`config.mk`:
```
export PLATFORM = sky130hd
export DESIGN_NAME = ptt_timer
export DESIGN_NICKNAME = d
export VERILOG_FILES = /design/src/inc/ptt_pkg.sv /design/src/rtl/ptt_timer.sv /design/src/rtl/ptt_divider.sv
export SDC_FILE = /design/constraint.sdc
export NUM_CORES = 1
export LEC_CHECK = 0
export BUFFER_PORTS_ARGS = -buffer_cell sky130_fd_sc_hd__buf_2
export CORE_MARGIN = 3
export CORE_UTILIZATION = 50
export CTS_CLUSTER_SIZE = 30
export DETAILED_ROUTE_END_ITERATION = 7
export PLACE_DENSITY = 0.74
export SKIP_CTS_REPAIR_TIMING = 1
export SLEW_MARGIN = 20
export SYNTH_ARGS = -nofsm -noshare
export SYNTH_HDL_FRONTEND = slang
export SYNTH_SLANG_ARGS = --single-unit
```
`constraint.sdc`:
```
create_clock -name clk -period 1.8 [get_ports clk]
set_input_delay 0.27 -clock clk [delete_from_list [all_inputs] [get_ports clk]]
set_output_delay 0.27 -clock clk [all_outputs]
set_load 0.005 [all_outputs]
```
`src/inc/ptt_pkg.sv`:
```
package ptt_pkg;

    // divider chain shape
    localparam int unsigned PTT_CHAIN_W = 18;
    localparam int unsigned PTT_TAP_N = 8;
    localparam int unsigned PTT_RATE_W = 3;
    // chain bit whose rise marks an event for rate code 0; each code step moves one bit down
    localparam int unsigned PTT_TAP_TOP = 17;

    // register port widths
    localparam int unsigned PTT_ADDR_W = 4;
    localparam int unsigned PTT_DATA_W = 8;

    // register offsets
    localparam logic [3:0] PTT_OFF_CONTROL = 4'h0;
    localparam logic [3:0] PTT_OFF_EVT_STATUS = 4'h1;
    localparam logic [3:0] PTT_OFF_EVT_MASK = 4'h2;

    // tick_control field positions
    localparam int unsigned PTT_BIT_BLOCK_EN = 1;
    localparam int unsigned PTT_BIT_IRQ_EN = 2;
    localparam int unsigned PTT_BIT_ACK = 3;
    localparam int unsigned PTT_BIT_RATE_LO = 4;
    localparam int unsigned PTT_BIT_RATE_HI = 6;
    localparam int unsigned PTT_BIT_PENDING = 7;

    // event status / mask field positions
    localparam int unsigned PTT_EVT_W = 2;
    localparam int unsigned PTT_EVT_OVERRUN = 0;
    localparam int unsigned PTT_EVT_WAKE = 1;

    // values after reset
    localparam logic PTT_BLOCK_EN_RST = 1'b0;
    localparam logic PTT_IRQ_EN_RST = 1'b0;
    localparam logic PTT_PENDING_RST = 1'b0;
    localparam logic [2:0] PTT_RATE_RST = 3'h0;
    localparam logic [1:0] PTT_EVT_RST = 2'h0;
    localparam logic [7:0] PTT_RDATA_RST = 8'h00;
    localparam logic [17:0] PTT_CHAIN_RST = 18'h00000;

    // chain increment
    localparam logic [17:0] PTT_CHAIN_ONE = 18'h00001;

endpackage

```
`src/rtl/ptt_timer.sv`:
```
`timescale 1ns/1ps

module ptt_timer import ptt_pkg::*; (
    // clock and reset
    input wire logic clk,
    input wire logic sys_rst,
    // oscillator clock pin
    input wire logic osc_clock,
    // power mode and option inputs
    input wire logic wait_mode,
    input wire logic stop_mode,
    input wire logic stop_osc_keep_running,
    // register port
    input wire logic [PTT_ADDR_W-1:0] reg_addr,
    input wire logic [PTT_DATA_W-1:0] reg_wdata,
    input wire logic reg_wr,
    input wire logic reg_rd,
    output logic [PTT_DATA_W-1:0] reg_rdata,
    // interrupt and wake-up
    output logic tick_irq,
    output logic stop_wakeup
);

    // oscillator synchroniser and edge detector
    logic osc_sync1_reg;
    logic osc_sync2_reg;
    logic osc_prev_reg;
    logic osc_rise;

    // tick_control state
    logic tick_block_enable_reg;
    logic tick_block_enable_next;
    logic tick_irq_enable_reg;
    logic tick_irq_enable_next;
    logic [PTT_RATE_W-1:0] tick_rate_select_reg;
    logic [PTT_RATE_W-1:0] tick_rate_select_next;
    logic tick_pending_flag_reg;
    logic tick_pending_flag_next;

    // event status and mask
    logic [PTT_EVT_W-1:0] evt_status_reg;
    logic [PTT_EVT_W-1:0] evt_status_next;
    logic [PTT_EVT_W-1:0] evt_mask_reg;
    logic [PTT_EVT_W-1:0] evt_mask_next;
    logic [PTT_EVT_W-1:0] evt_set;

    // outputs
    logic irq_reg;
    logic irq_next;
    logic wake_reg;
    logic wake_next;
    logic [PTT_DATA_W-1:0] rdata_reg;
    logic [PTT_DATA_W-1:0] rdata_next;

    // internal strobes
    logic cpu_reach;
    logic wr_control;
    logic wr_status;
    logic wr_mask;
    logic ack_write;
    logic chain_runs;
    logic chain_step;
    logic rollover;
    logic [PTT_CHAIN_W-1:0] chain_count;

    // oscillator pin passes two flip-flops before the edge detector reads it
    always_ff @(posedge clk or posedge sys_rst) begin
        if (sys_rst) begin
            osc_sync1_reg <= 1'b0;
            osc_sync2_reg <= 1'b0;
            osc_prev_reg <= 1'b0;
        end else begin
            osc_sync1_reg <= osc_clock;
            osc_sync2_reg <= osc_sync1_reg;
            osc_prev_reg <= osc_sync2_reg;
        end
    end

    // one-cycle enable per oscillator rising edge
    assign osc_rise = osc_sync2_reg & ~osc_prev_reg;

    // oscillator is gated off in stop mode unless the keep-running option is set
    assign chain_runs = ~stop_mode | stop_osc_keep_running;
    assign chain_step = osc_rise & chain_runs;

    // cpu accesses are dropped in wait and stop mode
    assign cpu_reach = ~wait_mode & ~stop_mode;
    assign wr_control = reg_wr & cpu_reach & (reg_addr == PTT_OFF_CONTROL);
    assign wr_status = reg_wr & cpu_reach & (reg_addr == PTT_OFF_EVT_STATUS);
    assign wr_mask = reg_wr & cpu_reach & (reg_addr == PTT_OFF_EVT_MASK);
    assign ack_write = wr_control & reg_wdata[PTT_BIT_ACK];

    // divider chain
    ptt_divider u_divider (
        .clk(clk),
        .sys_rst(sys_rst),
        .hold_zero(~tick_block_enable_reg),
        .step(chain_step),
        .rate_sel(tick_rate_select_reg),
        .count(chain_count),
        .rollover(rollover)
    );

    // tick_control next values
    always_comb begin
        tick_block_enable_next = tick_block_enable_reg;
        tick_irq_enable_next = tick_irq_enable_reg;
        tick_rate_select_next = tick_rate_select_reg;
        if (wr_control) begin
            tick_block_enable_next = reg_wdata[PTT_BIT_BLOCK_EN];
            tick_irq_enable_next = reg_wdata[PTT_BIT_IRQ_EN];
            tick_rate_select_next = reg_wdata[PTT_BIT_RATE_HI:PTT_BIT_RATE_LO];
        end
    end

    // pending flag: set by rollover, cleared only by acknowledge, set wins
    always_comb begin
        tick_pending_flag_next = tick_pending_flag_reg;
        if (ack_write) begin
            tick_pending_flag_next = 1'b0;
        end
        if (rollover) begin
            tick_pending_flag_next = 1'b1;
        end
    end

    // event sources: overrun and stop-mode wake-up
    always_comb begin
        evt_set = '0;
        evt_set[PTT_EVT_OVERRUN] = rollover & tick_pending_flag_reg & ~ack_write;
        evt_set[PTT_EVT_WAKE] = rollover & stop_mode & tick_irq_enable_reg;
    end

    // event status (write one to clear, set wins) and mask
    always_comb begin
        evt_status_next = evt_status_reg;
        evt_mask_next = evt_mask_reg;
        if (wr_status) begin
            evt_status_next = evt_status_reg & ~reg_wdata[PTT_EVT_W-1:0];
        end
        evt_status_next = evt_status_next | evt_set;
        if (wr_mask) begin
            evt_mask_next = reg_wdata[PTT_EVT_W-1:0];
        end
    end

    // interrupt and wake-up levels
    always_comb begin
        irq_next = (tick_pending_flag_next & tick_irq_enable_next)
            | (|(evt_status_next & evt_mask_next));
        wake_next = stop_mode & tick_pending_flag_next & tick_irq_enable_next;
    end

    // read data, valid in the cycle after the read strobe
    always_comb begin
        rdata_next = PTT_RDATA_RST;
        if (reg_rd && cpu_reach) begin
            unique case (reg_addr)
                PTT_OFF_CONTROL: begin
                    rdata_next[PTT_BIT_PENDING] = tick_pending_flag_reg;
                    rdata_next[PTT_BIT_RATE_HI:PTT_BIT_RATE_LO] = tick_rate_select_reg;
                    rdata_next[PTT_BIT_ACK] = 1'b0;
                    rdata_next[PTT_BIT_IRQ_EN] = tick_irq_enable_reg;
                    rdata_next[PTT_BIT_BLOCK_EN] = tick_block_enable_reg;
                end
                PTT_OFF_EVT_STATUS: begin
                    rdata_next[PTT_EVT_W-1:0] = evt_status_reg;
                end
                PTT_OFF_EVT_MASK: begin
                    rdata_next[PTT_EVT_W-1:0] = evt_mask_reg;
                end
                default: begin
                    rdata_next = PTT_RDATA_RST;
                end
            endcase
        end
    end

    // control and status registers
    always_ff @(posedge clk or posedge sys_rst) begin
        if (sys_rst) begin
            tick_block_enable_reg <= PTT_BLOCK_EN_RST;
            tick_irq_enable_reg <= PTT_IRQ_EN_RST;
            tick_rate_select_reg <= PTT_RATE_RST;
            tick_pending_flag_reg <= PTT_PENDING_RST;
            evt_status_reg <= PTT_EVT_RST;
            evt_mask_reg <= PTT_EVT_RST;
        end else begin
            tick_block_enable_reg <= tick_block_enable_next;
            tick_irq_enable_reg <= tick_irq_enable_next;
            tick_rate_select_reg <= tick_rate_select_next;
            tick_pending_flag_reg <= tick_pending_flag_next;
            evt_status_reg <= evt_status_next;
            evt_mask_reg <= evt_mask_next;
        end
    end

    // output registers
    always_ff @(posedge clk or posedge sys_rst) begin
        if (sys_rst) begin
            irq_reg <= 1'b0;
            wake_reg <= 1'b0;
            rdata_reg <= PTT_RDATA_RST;
        end else begin
            irq_reg <= irq_next;
            wake_reg <= wake_next;
            rdata_reg <= rdata_next;
        end
    end

    assign tick_irq = irq_reg;
    assign stop_wakeup = wake_reg;
    assign reg_rdata = rdata_reg;

endmodule

```
`src/rtl/ptt_divider.sv`:
```
`timescale 1ns/1ps

module ptt_divider import ptt_pkg::*; (
    // clock and reset
    input wire logic clk,
    input wire logic sys_rst,
    // control
    input wire logic hold_zero,
    input wire logic step,
    input wire logic [PTT_RATE_W-1:0] rate_sel,
    // results
    output logic [PTT_CHAIN_W-1:0] count,
    output logic rollover
);

    logic [PTT_CHAIN_W-1:0] chain_reg;
    logic [PTT_CHAIN_W-1:0] chain_next;
    logic roll_reg;
    logic roll_next;
    logic [PTT_TAP_N-1:0] tap_hit;

    // one detector per selectable tap: the next step drives this tap bit from 0 to 1
    generate
        for (genvar i = 0; i < PTT_TAP_N; i++) begin : g_tap
            localparam int unsigned K = PTT_TAP_TOP - i;
            assign tap_hit[i] = (chain_reg[K:0] == {1'b0, {K{1'b1}}});
        end
    endgenerate

    // chain next value and rollover pulse
    always_comb begin
        chain_next = chain_reg;
        roll_next = 1'b0;
        if (hold_zero) begin
            chain_next = PTT_CHAIN_RST;
        end else if (step) begin
            chain_next = chain_reg + PTT_CHAIN_ONE;
            roll_next = tap_hit[rate_sel];
        end
    end

    // chain registers
    always_ff @(posedge clk or posedge sys_rst) begin
        if (sys_rst) begin
            chain_reg <= PTT_CHAIN_RST;
            roll_reg <= 1'b0;
        end else begin
            chain_reg <= chain_next;
            roll_reg <= roll_next;
        end
    end

    assign count = chain_reg;
    assign rollover = roll_reg;

endmodule

```
==> results of run 1 <==
-- per-stage QoR --
stage / power, mW / setup WS (ns) / TNS (ns) / cells / utilization [%]
floorplan: 1.099 / -0.03199 / -0.05661 / 185 / -
global placement: 1.166 / -0.05586 / -0.07679 / 276 / 65.03
detailed placement: 1.176 / -0.1238 / -0.2909 / 276 / 65.03
CTS: 2.028 / -0.1452 / -0.3005 / 284 / 68.83
global route: 2.098 / -0.1411 / -0.8706 / 290 / 71.43
finish: 2.015 / -0.07844 / -0.3212 / 290 / 71.43
-- synth_stat cells (all sizes together) (3+ instances only) --
cell type,count
xnor2,6
nand2,9
buf,4
or2,3
and3,3
and2,6
a21oi,15
nor3b,3
inv,7
o21ai,6
nand4,4
or3,4
nor4,4
or4,7
nor2b,3
nor2,13
nand3,8
nand2b,4
o31ai,5
dfrtp,41
mux2,6
-- worst paths after layout --
path | from | end | slack (ns) | cells after the start
hold / removal | osc_clock | osc_sync1_reg | 0.09 | 1
setup reg to reg | osc_prev_reg | u_divider.count[13] | -0.08 | 5
min in group asynchronous | sys_rst | u_divider.count[4] | 0.10 | 3
max in group asynchronous | sys_rst | reg_rdata[7] | 1.34 | 3
setup / recovery | osc_prev_reg | u_divider.count[13] | -0.08 | 5
hold reg to reg | osc_sync1_reg | osc_sync2_reg | 0.36 | 0
-- where the power goes --
| part | internal (mW) | switching [mW] |
|---|---|---|
| combinational | 0.0810 | 0.108 |
| clock | 0.550 | 0.299 |
| sequential | 0.955 | 0.0225 |
| total | 1.59 | 0.429 |
-- cells by family after synthesis --
group	Yosys count	synth area share [%]
fa+ha+maj	2	1.292
flops	41	52.97
buf+inv	14	3.747
simple gates	75	22.16
other cells	1	0.1936
mux	7	4.005
compound gates	39	12.92
xor+xnor	6	2.713
-- final cells by class --
cell class	instances	area, um2
inverters	8	30.03
flip-flops and latches	41	1026
well taps	46	57.56
clock buffers	5	68.82
multi-input cells	130	903.4
clock inverters	3	65.06
repair buffers	57	364.1
fillers	259	1006
-- layer usage --
layer	vias to the layer above	track usage (%)	wire (um)
li1	785	-	-
met2	22	31.41	2114
met3	9	4.926	149
met1	784	23.74	1836
met4	0	7.940	66
met5	-	0	0
-- worst max-delay path: stages, from the launching register on --
cell and delay [ns]:
dfrtp_1 0.36, nand2b_4 0.16, or4_4 0.60, buf_4 0.17, or4_1 0.39, a21oi_1 0.13
==> summary.txt, run 1 <==
STA
  – Highest Clock Rate: 532.4 MHz
  – Hold Slack: 0.08684 ns
  – Final clock skew: 0.002422 ns
  – Post-route setup slack: -0.07844 ns
  – Minimum clock period: 1.878 ns
  – Max_slew headroom: 65.62%
  – Hold Violations, Final: 0
  – Least-Margin Pin Slew: 0.5156 ns
  – Setup violations, final: 7
  – Slew Viols, Final: 0
  – RSZ-0062 raised after global routing: true
  – Tcrit/Tclk final: 104.4%

Cells and area
  – Share of layout cells above drive strength 1: 35.66%
  – Final-stage net count: 265
  – Most frequent cells in the layout: dfrtp_1 (41), buf_4 (29), buf_2 (27)
  – Most common cell after layout, fill and taps aside: dfrtp_1
  – Largest register FFs: 18
  – Final Cell Area: 2515 um2
  – Area Growth Syn to Fin: 29.84%
  – Antenna fix cells: 0

Run
  – Max cap viols: 0

Die
  – I/O pin total: 30
  – DIE WIDTH: 68.24 um
  – Die Span Y: 68.24 um
  – Die ar.: 4657 um2
  – Core area: 3521 um2
  – Site row count: 21
  – Initial Utilization: 55.01%

Routing
  – Via count: 1600
  – Vias/cell: 5.517
  – DR DRC count: 0
  – DR WL/cell: 14.37 um
  – Drt first pass iters: 4
  – Post-Route WL: 4.168 mm
  – Antenna Nets Post-Route: 0
  – Iter 0 DRT Violations: 43

Global route
  – Total GRT Usage: 19.10%
  – Grt total ovfl: 0
  – Initial antenna violation count: 0
  – Largest net degree at the start of global routing: 42
  – Vias in the first global route: 1518
  – First-pass GRT wire length: 6.617 mm

CTS
  – Clock Pin Slew Worst Setup and Hold Paths: 0.07 ns
  – H-tree depth: 2
  – Clk root buf: clkbuf_8
  – TritonCTS clock tree: built
  – Clk Latency, worst-skew pair: 0.28 ns
  – CTS Sinks: 41
  – Clock buffer depth: 2
  – Total CTS buffers: 5

Yosys
  – Synth Instances: 185
  – #FFs+latches synth: 41
  – Syn Area/Cell: 10.47 um2
  – Sequential fraction of the synthesis area: 52.97%
  – YS warnings: 0
  – Top FF cell, synth: dfrtp_1
  – Dominant cell type by area after synthesis: dfrtp_1
  – Fraction of registers with async set/reset: 100.0%
  – Post-Syn Area: 1937 um2
  – Post-synth EDFFs: 0
  – Area contributors post-synth: dfrtp_1 (53%), a21oi_1 (3.9%), mux2_2 (3.5%), xnor2_1 (2.7%), nor2_1 (2.5%)
  – Library cells used by synthesis: 44
  – Syn Nets: 207
  – Area fraction of the dominant cell type after synthesis: 52.97%

Worst setup path
  – Critical Path RT: 2.00 ns
  – Critical path class: register to register
  – Crit path max fanout: 8
  – Startpoint Class: register
  – Crit. End Element: register
  – Critical path arrival: 2.08 ns

Placed design
  – IO Port Bufs: 27
  – Dpl hpwl: 3.042 mm
  – Gpl congestion: 0.8449
  – Placed Area: 2290 um2

Status
  – Violated checks: negative setup slack
  – Outcome: finished with violations

Pwr
  – Pwr/cell area: 801.3 nW/um2
  – IR drop worst, VDD: 0.5566 mV
  – Static Leak: 1.145 nW

Hold path
  – Hold WC Path Type: input port to register
No activity file was read; power rests on OpenSTA's default activity.
==> run 2: changes to the inputs <==
--- a/config.mk
+++ b/config.mk
@@ -5,12 +5,14 @@
 export SDC_FILE = /design/constraint.sdc
 export NUM_CORES = 1
 export LEC_CHECK = 0
+export ABC_AREA = 1
 export BUFFER_PORTS_ARGS = -buffer_cell sky130_fd_sc_hd__buf_2
 export CORE_MARGIN = 3
-export CORE_UTILIZATION = 50
+export CORE_UTILIZATION = 51
 export CTS_CLUSTER_SIZE = 30
 export DETAILED_ROUTE_END_ITERATION = 7
-export PLACE_DENSITY = 0.74
+export PLACE_DENSITY = 0.75
+export RECOVER_POWER = 100
 export SKIP_CTS_REPAIR_TIMING = 1
 export SLEW_MARGIN = 20
 export SYNTH_ARGS = -nofsm -noshare
==> run 2 against run 1 <==
Against the previous run:
- the flow now finishes without violations
- worst hold slack worse by 0.0026 ns
- sequential cell count unchanged
- non-clock buffer count decreased by 27
- synthesized area increased by 11%
- synthesized cell count is 48% higher
- utilization down 10 points
- power is 5.3% lower
- register-to-register slack improved by 0.25 ns
- clock skew is 0.0048 ns higher
- combinational power is 34% higher
- critical path depth is 7 higher
- largest power group unchanged
- highest routed layer unchanged
==> summary.txt, run 2 <==
Status
  – Outcome: complete, no violations

CTS
  – H-tree depth: 2
  – Total CTS buffers: 5
  – Clock Pin Slew Worst Setup and Hold Paths: 0.08 ns
  – Clk Latency, worst-skew pair: 0.29 ns
  – Clock buffer depth: 2
  – TritonCTS clock tree: built
  – CTS Sinks: 41
  – Clk root buf: clkbuf_8

Die
  – Core area: 3854 um2
  – Initial Utilization: 55.84%
  – Site row count: 22
  – Die Span Y: 70.96 um
  – I/O pin total: 30
  – Die ar.: 5035 um2
  – DIE WIDTH: 70.96 um

Global route
  – Largest net degree at the start of global routing: 42
  – Total GRT Usage: 18.55%
  – Met3 GRT Util: 4.403%
  – Grt total ovfl: 0
  – Initial antenna violation count: 0
  – Met2 usage: 28.12%
  – Busiest grt layer: met2
  – Met1 Resource Use GR: 26.70%
  – Vias in the first global route: 1659
  – First-pass GRT wire length: 7.507 mm

Cells and area
  – Largest register FFs: 18
  – Share of layout cells above drive strength 1: 13.59%
  – Fill cells: 363
  – Most common cell after layout, fill and taps aside: nand2_1
  – Most frequent cells in the layout: nand2_1 (77), inv_1 (41), dfrtp_1 (41)
  – Antenna fix cells: 0
  – Area Growth Syn to Fin: 9.128%
  – Final Cell Area: 2349 um2
  – Non-Filler Instances: 357
  – Final-stage net count: 330

Worst setup path
  – CP max-delay cell: dfrtp_1
  – Reg-to-reg slack, setup: 0.17 ns
  – CP cell instances: ha_1 > nand2_1 > nor2_2 > nand3_1 > nor3_1 > ha_1 > nand2_1 > nand2_1 > nand2_1 > nand2_1 > nand2_1 > inv_1
  – R2r endpoint: u_divider.rollover
  – Critical path class: register to register
  – Critical path arrival: 1.87 ns
  – Max incr delay on CP: 0.39 ns
  – Reg-to-Reg Start: u_divider.count[0]
  – Crit path max fanout: 4
  – Worst-case reg-to-reg path depth: 12
  – Crit path top cell by count: nand2_1
  – Startpoint Class: register
  – Critical Path RT: 2.04 ns
  – Crit. End Element: register

STA
  – Minimum clock period: 1.627 ns
  – Fin Setup TNS: 0 ns
  – Tcrit/Tclk final: 90.37%
  – Slew Viols, Final: 0
  – RSZ-0062 raised after global routing: false
  – Max_slew headroom: 34.55%
  – Post-route setup slack: 0.1733 ns
  – Final clock skew: 0.007173 ns
  – Hold Violations, Final: 0
  – Highest Clock Rate: 614.8 MHz
  – Hold Slack: 0.08427 ns
  – Least-Margin Pin Slew: 0.9818 ns
  – Setup violations, final: 0

Yosys
  – Syn Nets: 296
  – Post-Syn Area: 2152 um2
  – YS warnings: 0
  – Post-synth EDFFs: 0
  – Syn Area/Cell: 7.854 um2
  – Library cells used by synthesis: 30
  – Dominant cell type by area after synthesis: dfrtp_1
  – Top post-synthesis cells by count: nand2_1 (77), dfrtp_1 (41), inv_1 (40)
  – Top FF cell, synth: dfrtp_1
  – Area fraction of the dominant cell type after synthesis: 47.67%
  – Fraction of registers with async set/reset: 100.0%
  – Synth Instances: 274
  – #FFs+latches synth: 41
  – Count leader, synth: nand2_1
  – Area contributors post-synth: dfrtp_1 (48%), nand2_1 (13%), inv_1 (7.0%), nor2_1 (4.9%), nand3_1 (4.2%)
  – Sequential fraction of the synthesis area: 47.67%

Placed design
  – Worst slack, placed: 0.1332 ns
  – # placed instances: 349
  – Placed Area: 2337 um2
  – IO Port Bufs: 27
  – Dpl hpwl: 3.391 mm
  – Gpl congestion: 0.8958

Routing
  – DR DRC count: 0
  – Iter 0 DRT Violations: 154
  – Antenna Nets Post-Route: 0
  – DR WL/cell: 12.33 um
  – Vias/cell: 5.062
  – Post-Route WL: 4.401 mm
  – Drt first pass iters: 5
  – Via count: 1807

Hold path
  – WHS Path Cells: 1
  – Hold WC Path Type: input port to register
  – Worst hold endpoint: osc_sync1_reg
  – Hold Startpoint: osc_clock

Run
  – Max cap viols: 0

Pwr
  – Static Leak: 1.228 nW
  – Pwr/cell area: 812.2 nW/um2
  – IR drop worst, VDD: 0.5215 mV
-- run 2: cell types whose count changed after synthesis, moves of 8 or more --
| cell | previous run | this run |
|---|---|---|
| inv_1 | 7 | 40 |
| nor2_1 | 13 | 28 |
| nand2_1 | 9 | 77 |
| o21ai_0 | 6 | 14 |
| nand3_1 | 8 | 18 |
| nor3_1 | 1 | 10 |
-- run 2: stage by stage --
stage	util (%)	total power, mW
final	60.94	1.907
after global routing	60.94	2.011
after CTS	62.89	1.954
after detailed placement	60.65	1.364
after global placement	60.65	1.353
after floorplan	-	1.275
-- run 2: cells by family after synthesis --
group | synth area share [%]
compound gates | 9.187
simple gates | 32.97
buf+inv | 8.837
flops | 47.67
fa+ha+maj | 1.163
other cells | 0.1743
-- run 2: how the worst max path moves through the flow --
| stage | startpoint | to | slack [ns] |
|---|---|---|---|
| 2_1_floorplan | u_divider.count[0] | u_divider.rollover | 0.34 |
| 3_3_place_gp | u_divider.count[0] | u_divider.rollover | 0.20 |
| 3_5_place_dp | u_divider.count[0] | u_divider.rollover | 0.13 |
| 4_1_cts | u_divider.count[0] | u_divider.rollover | 0.12 |
| 5_1_grt | u_divider.count[0] | u_divider.rollover | 0.02 |
| 6_report | u_divider.count[0] | u_divider.rollover | 0.17 |
-- run 2: final cells by class --
class	count	area [um2]	share of cell area [%]
inverter	42	157.7	6.713
sequential	41	1026	43.69
clock buffer	5	68.82	2.930
tap	48	60.06	2.557
multi-input combinational	188	870.8	37.08
timing repair buffer	30	147.6	6.287
clock inverter	3	17.52	0.7459
-- run 2: critical path: cells and delay by family (launching register included) --
family	cells	cell delay, ns
flops	1	0.39
buf+inv	1	0.05
fa+ha+maj	2	0.34
simple gates	9	0.80
-- run 2: metal layers --
layer  share of wire (%)  vias up
met1                  49      822
li1                    -      930
met3                 5.9        4
met4                0.80        0
met5                   0        -
met2                  45       51
-- run 2: power by group --
group	switching, mW	internal (mW)
registers	0.0730	1.00
logic	0.163	0.0913
clock network	0.313	0.267
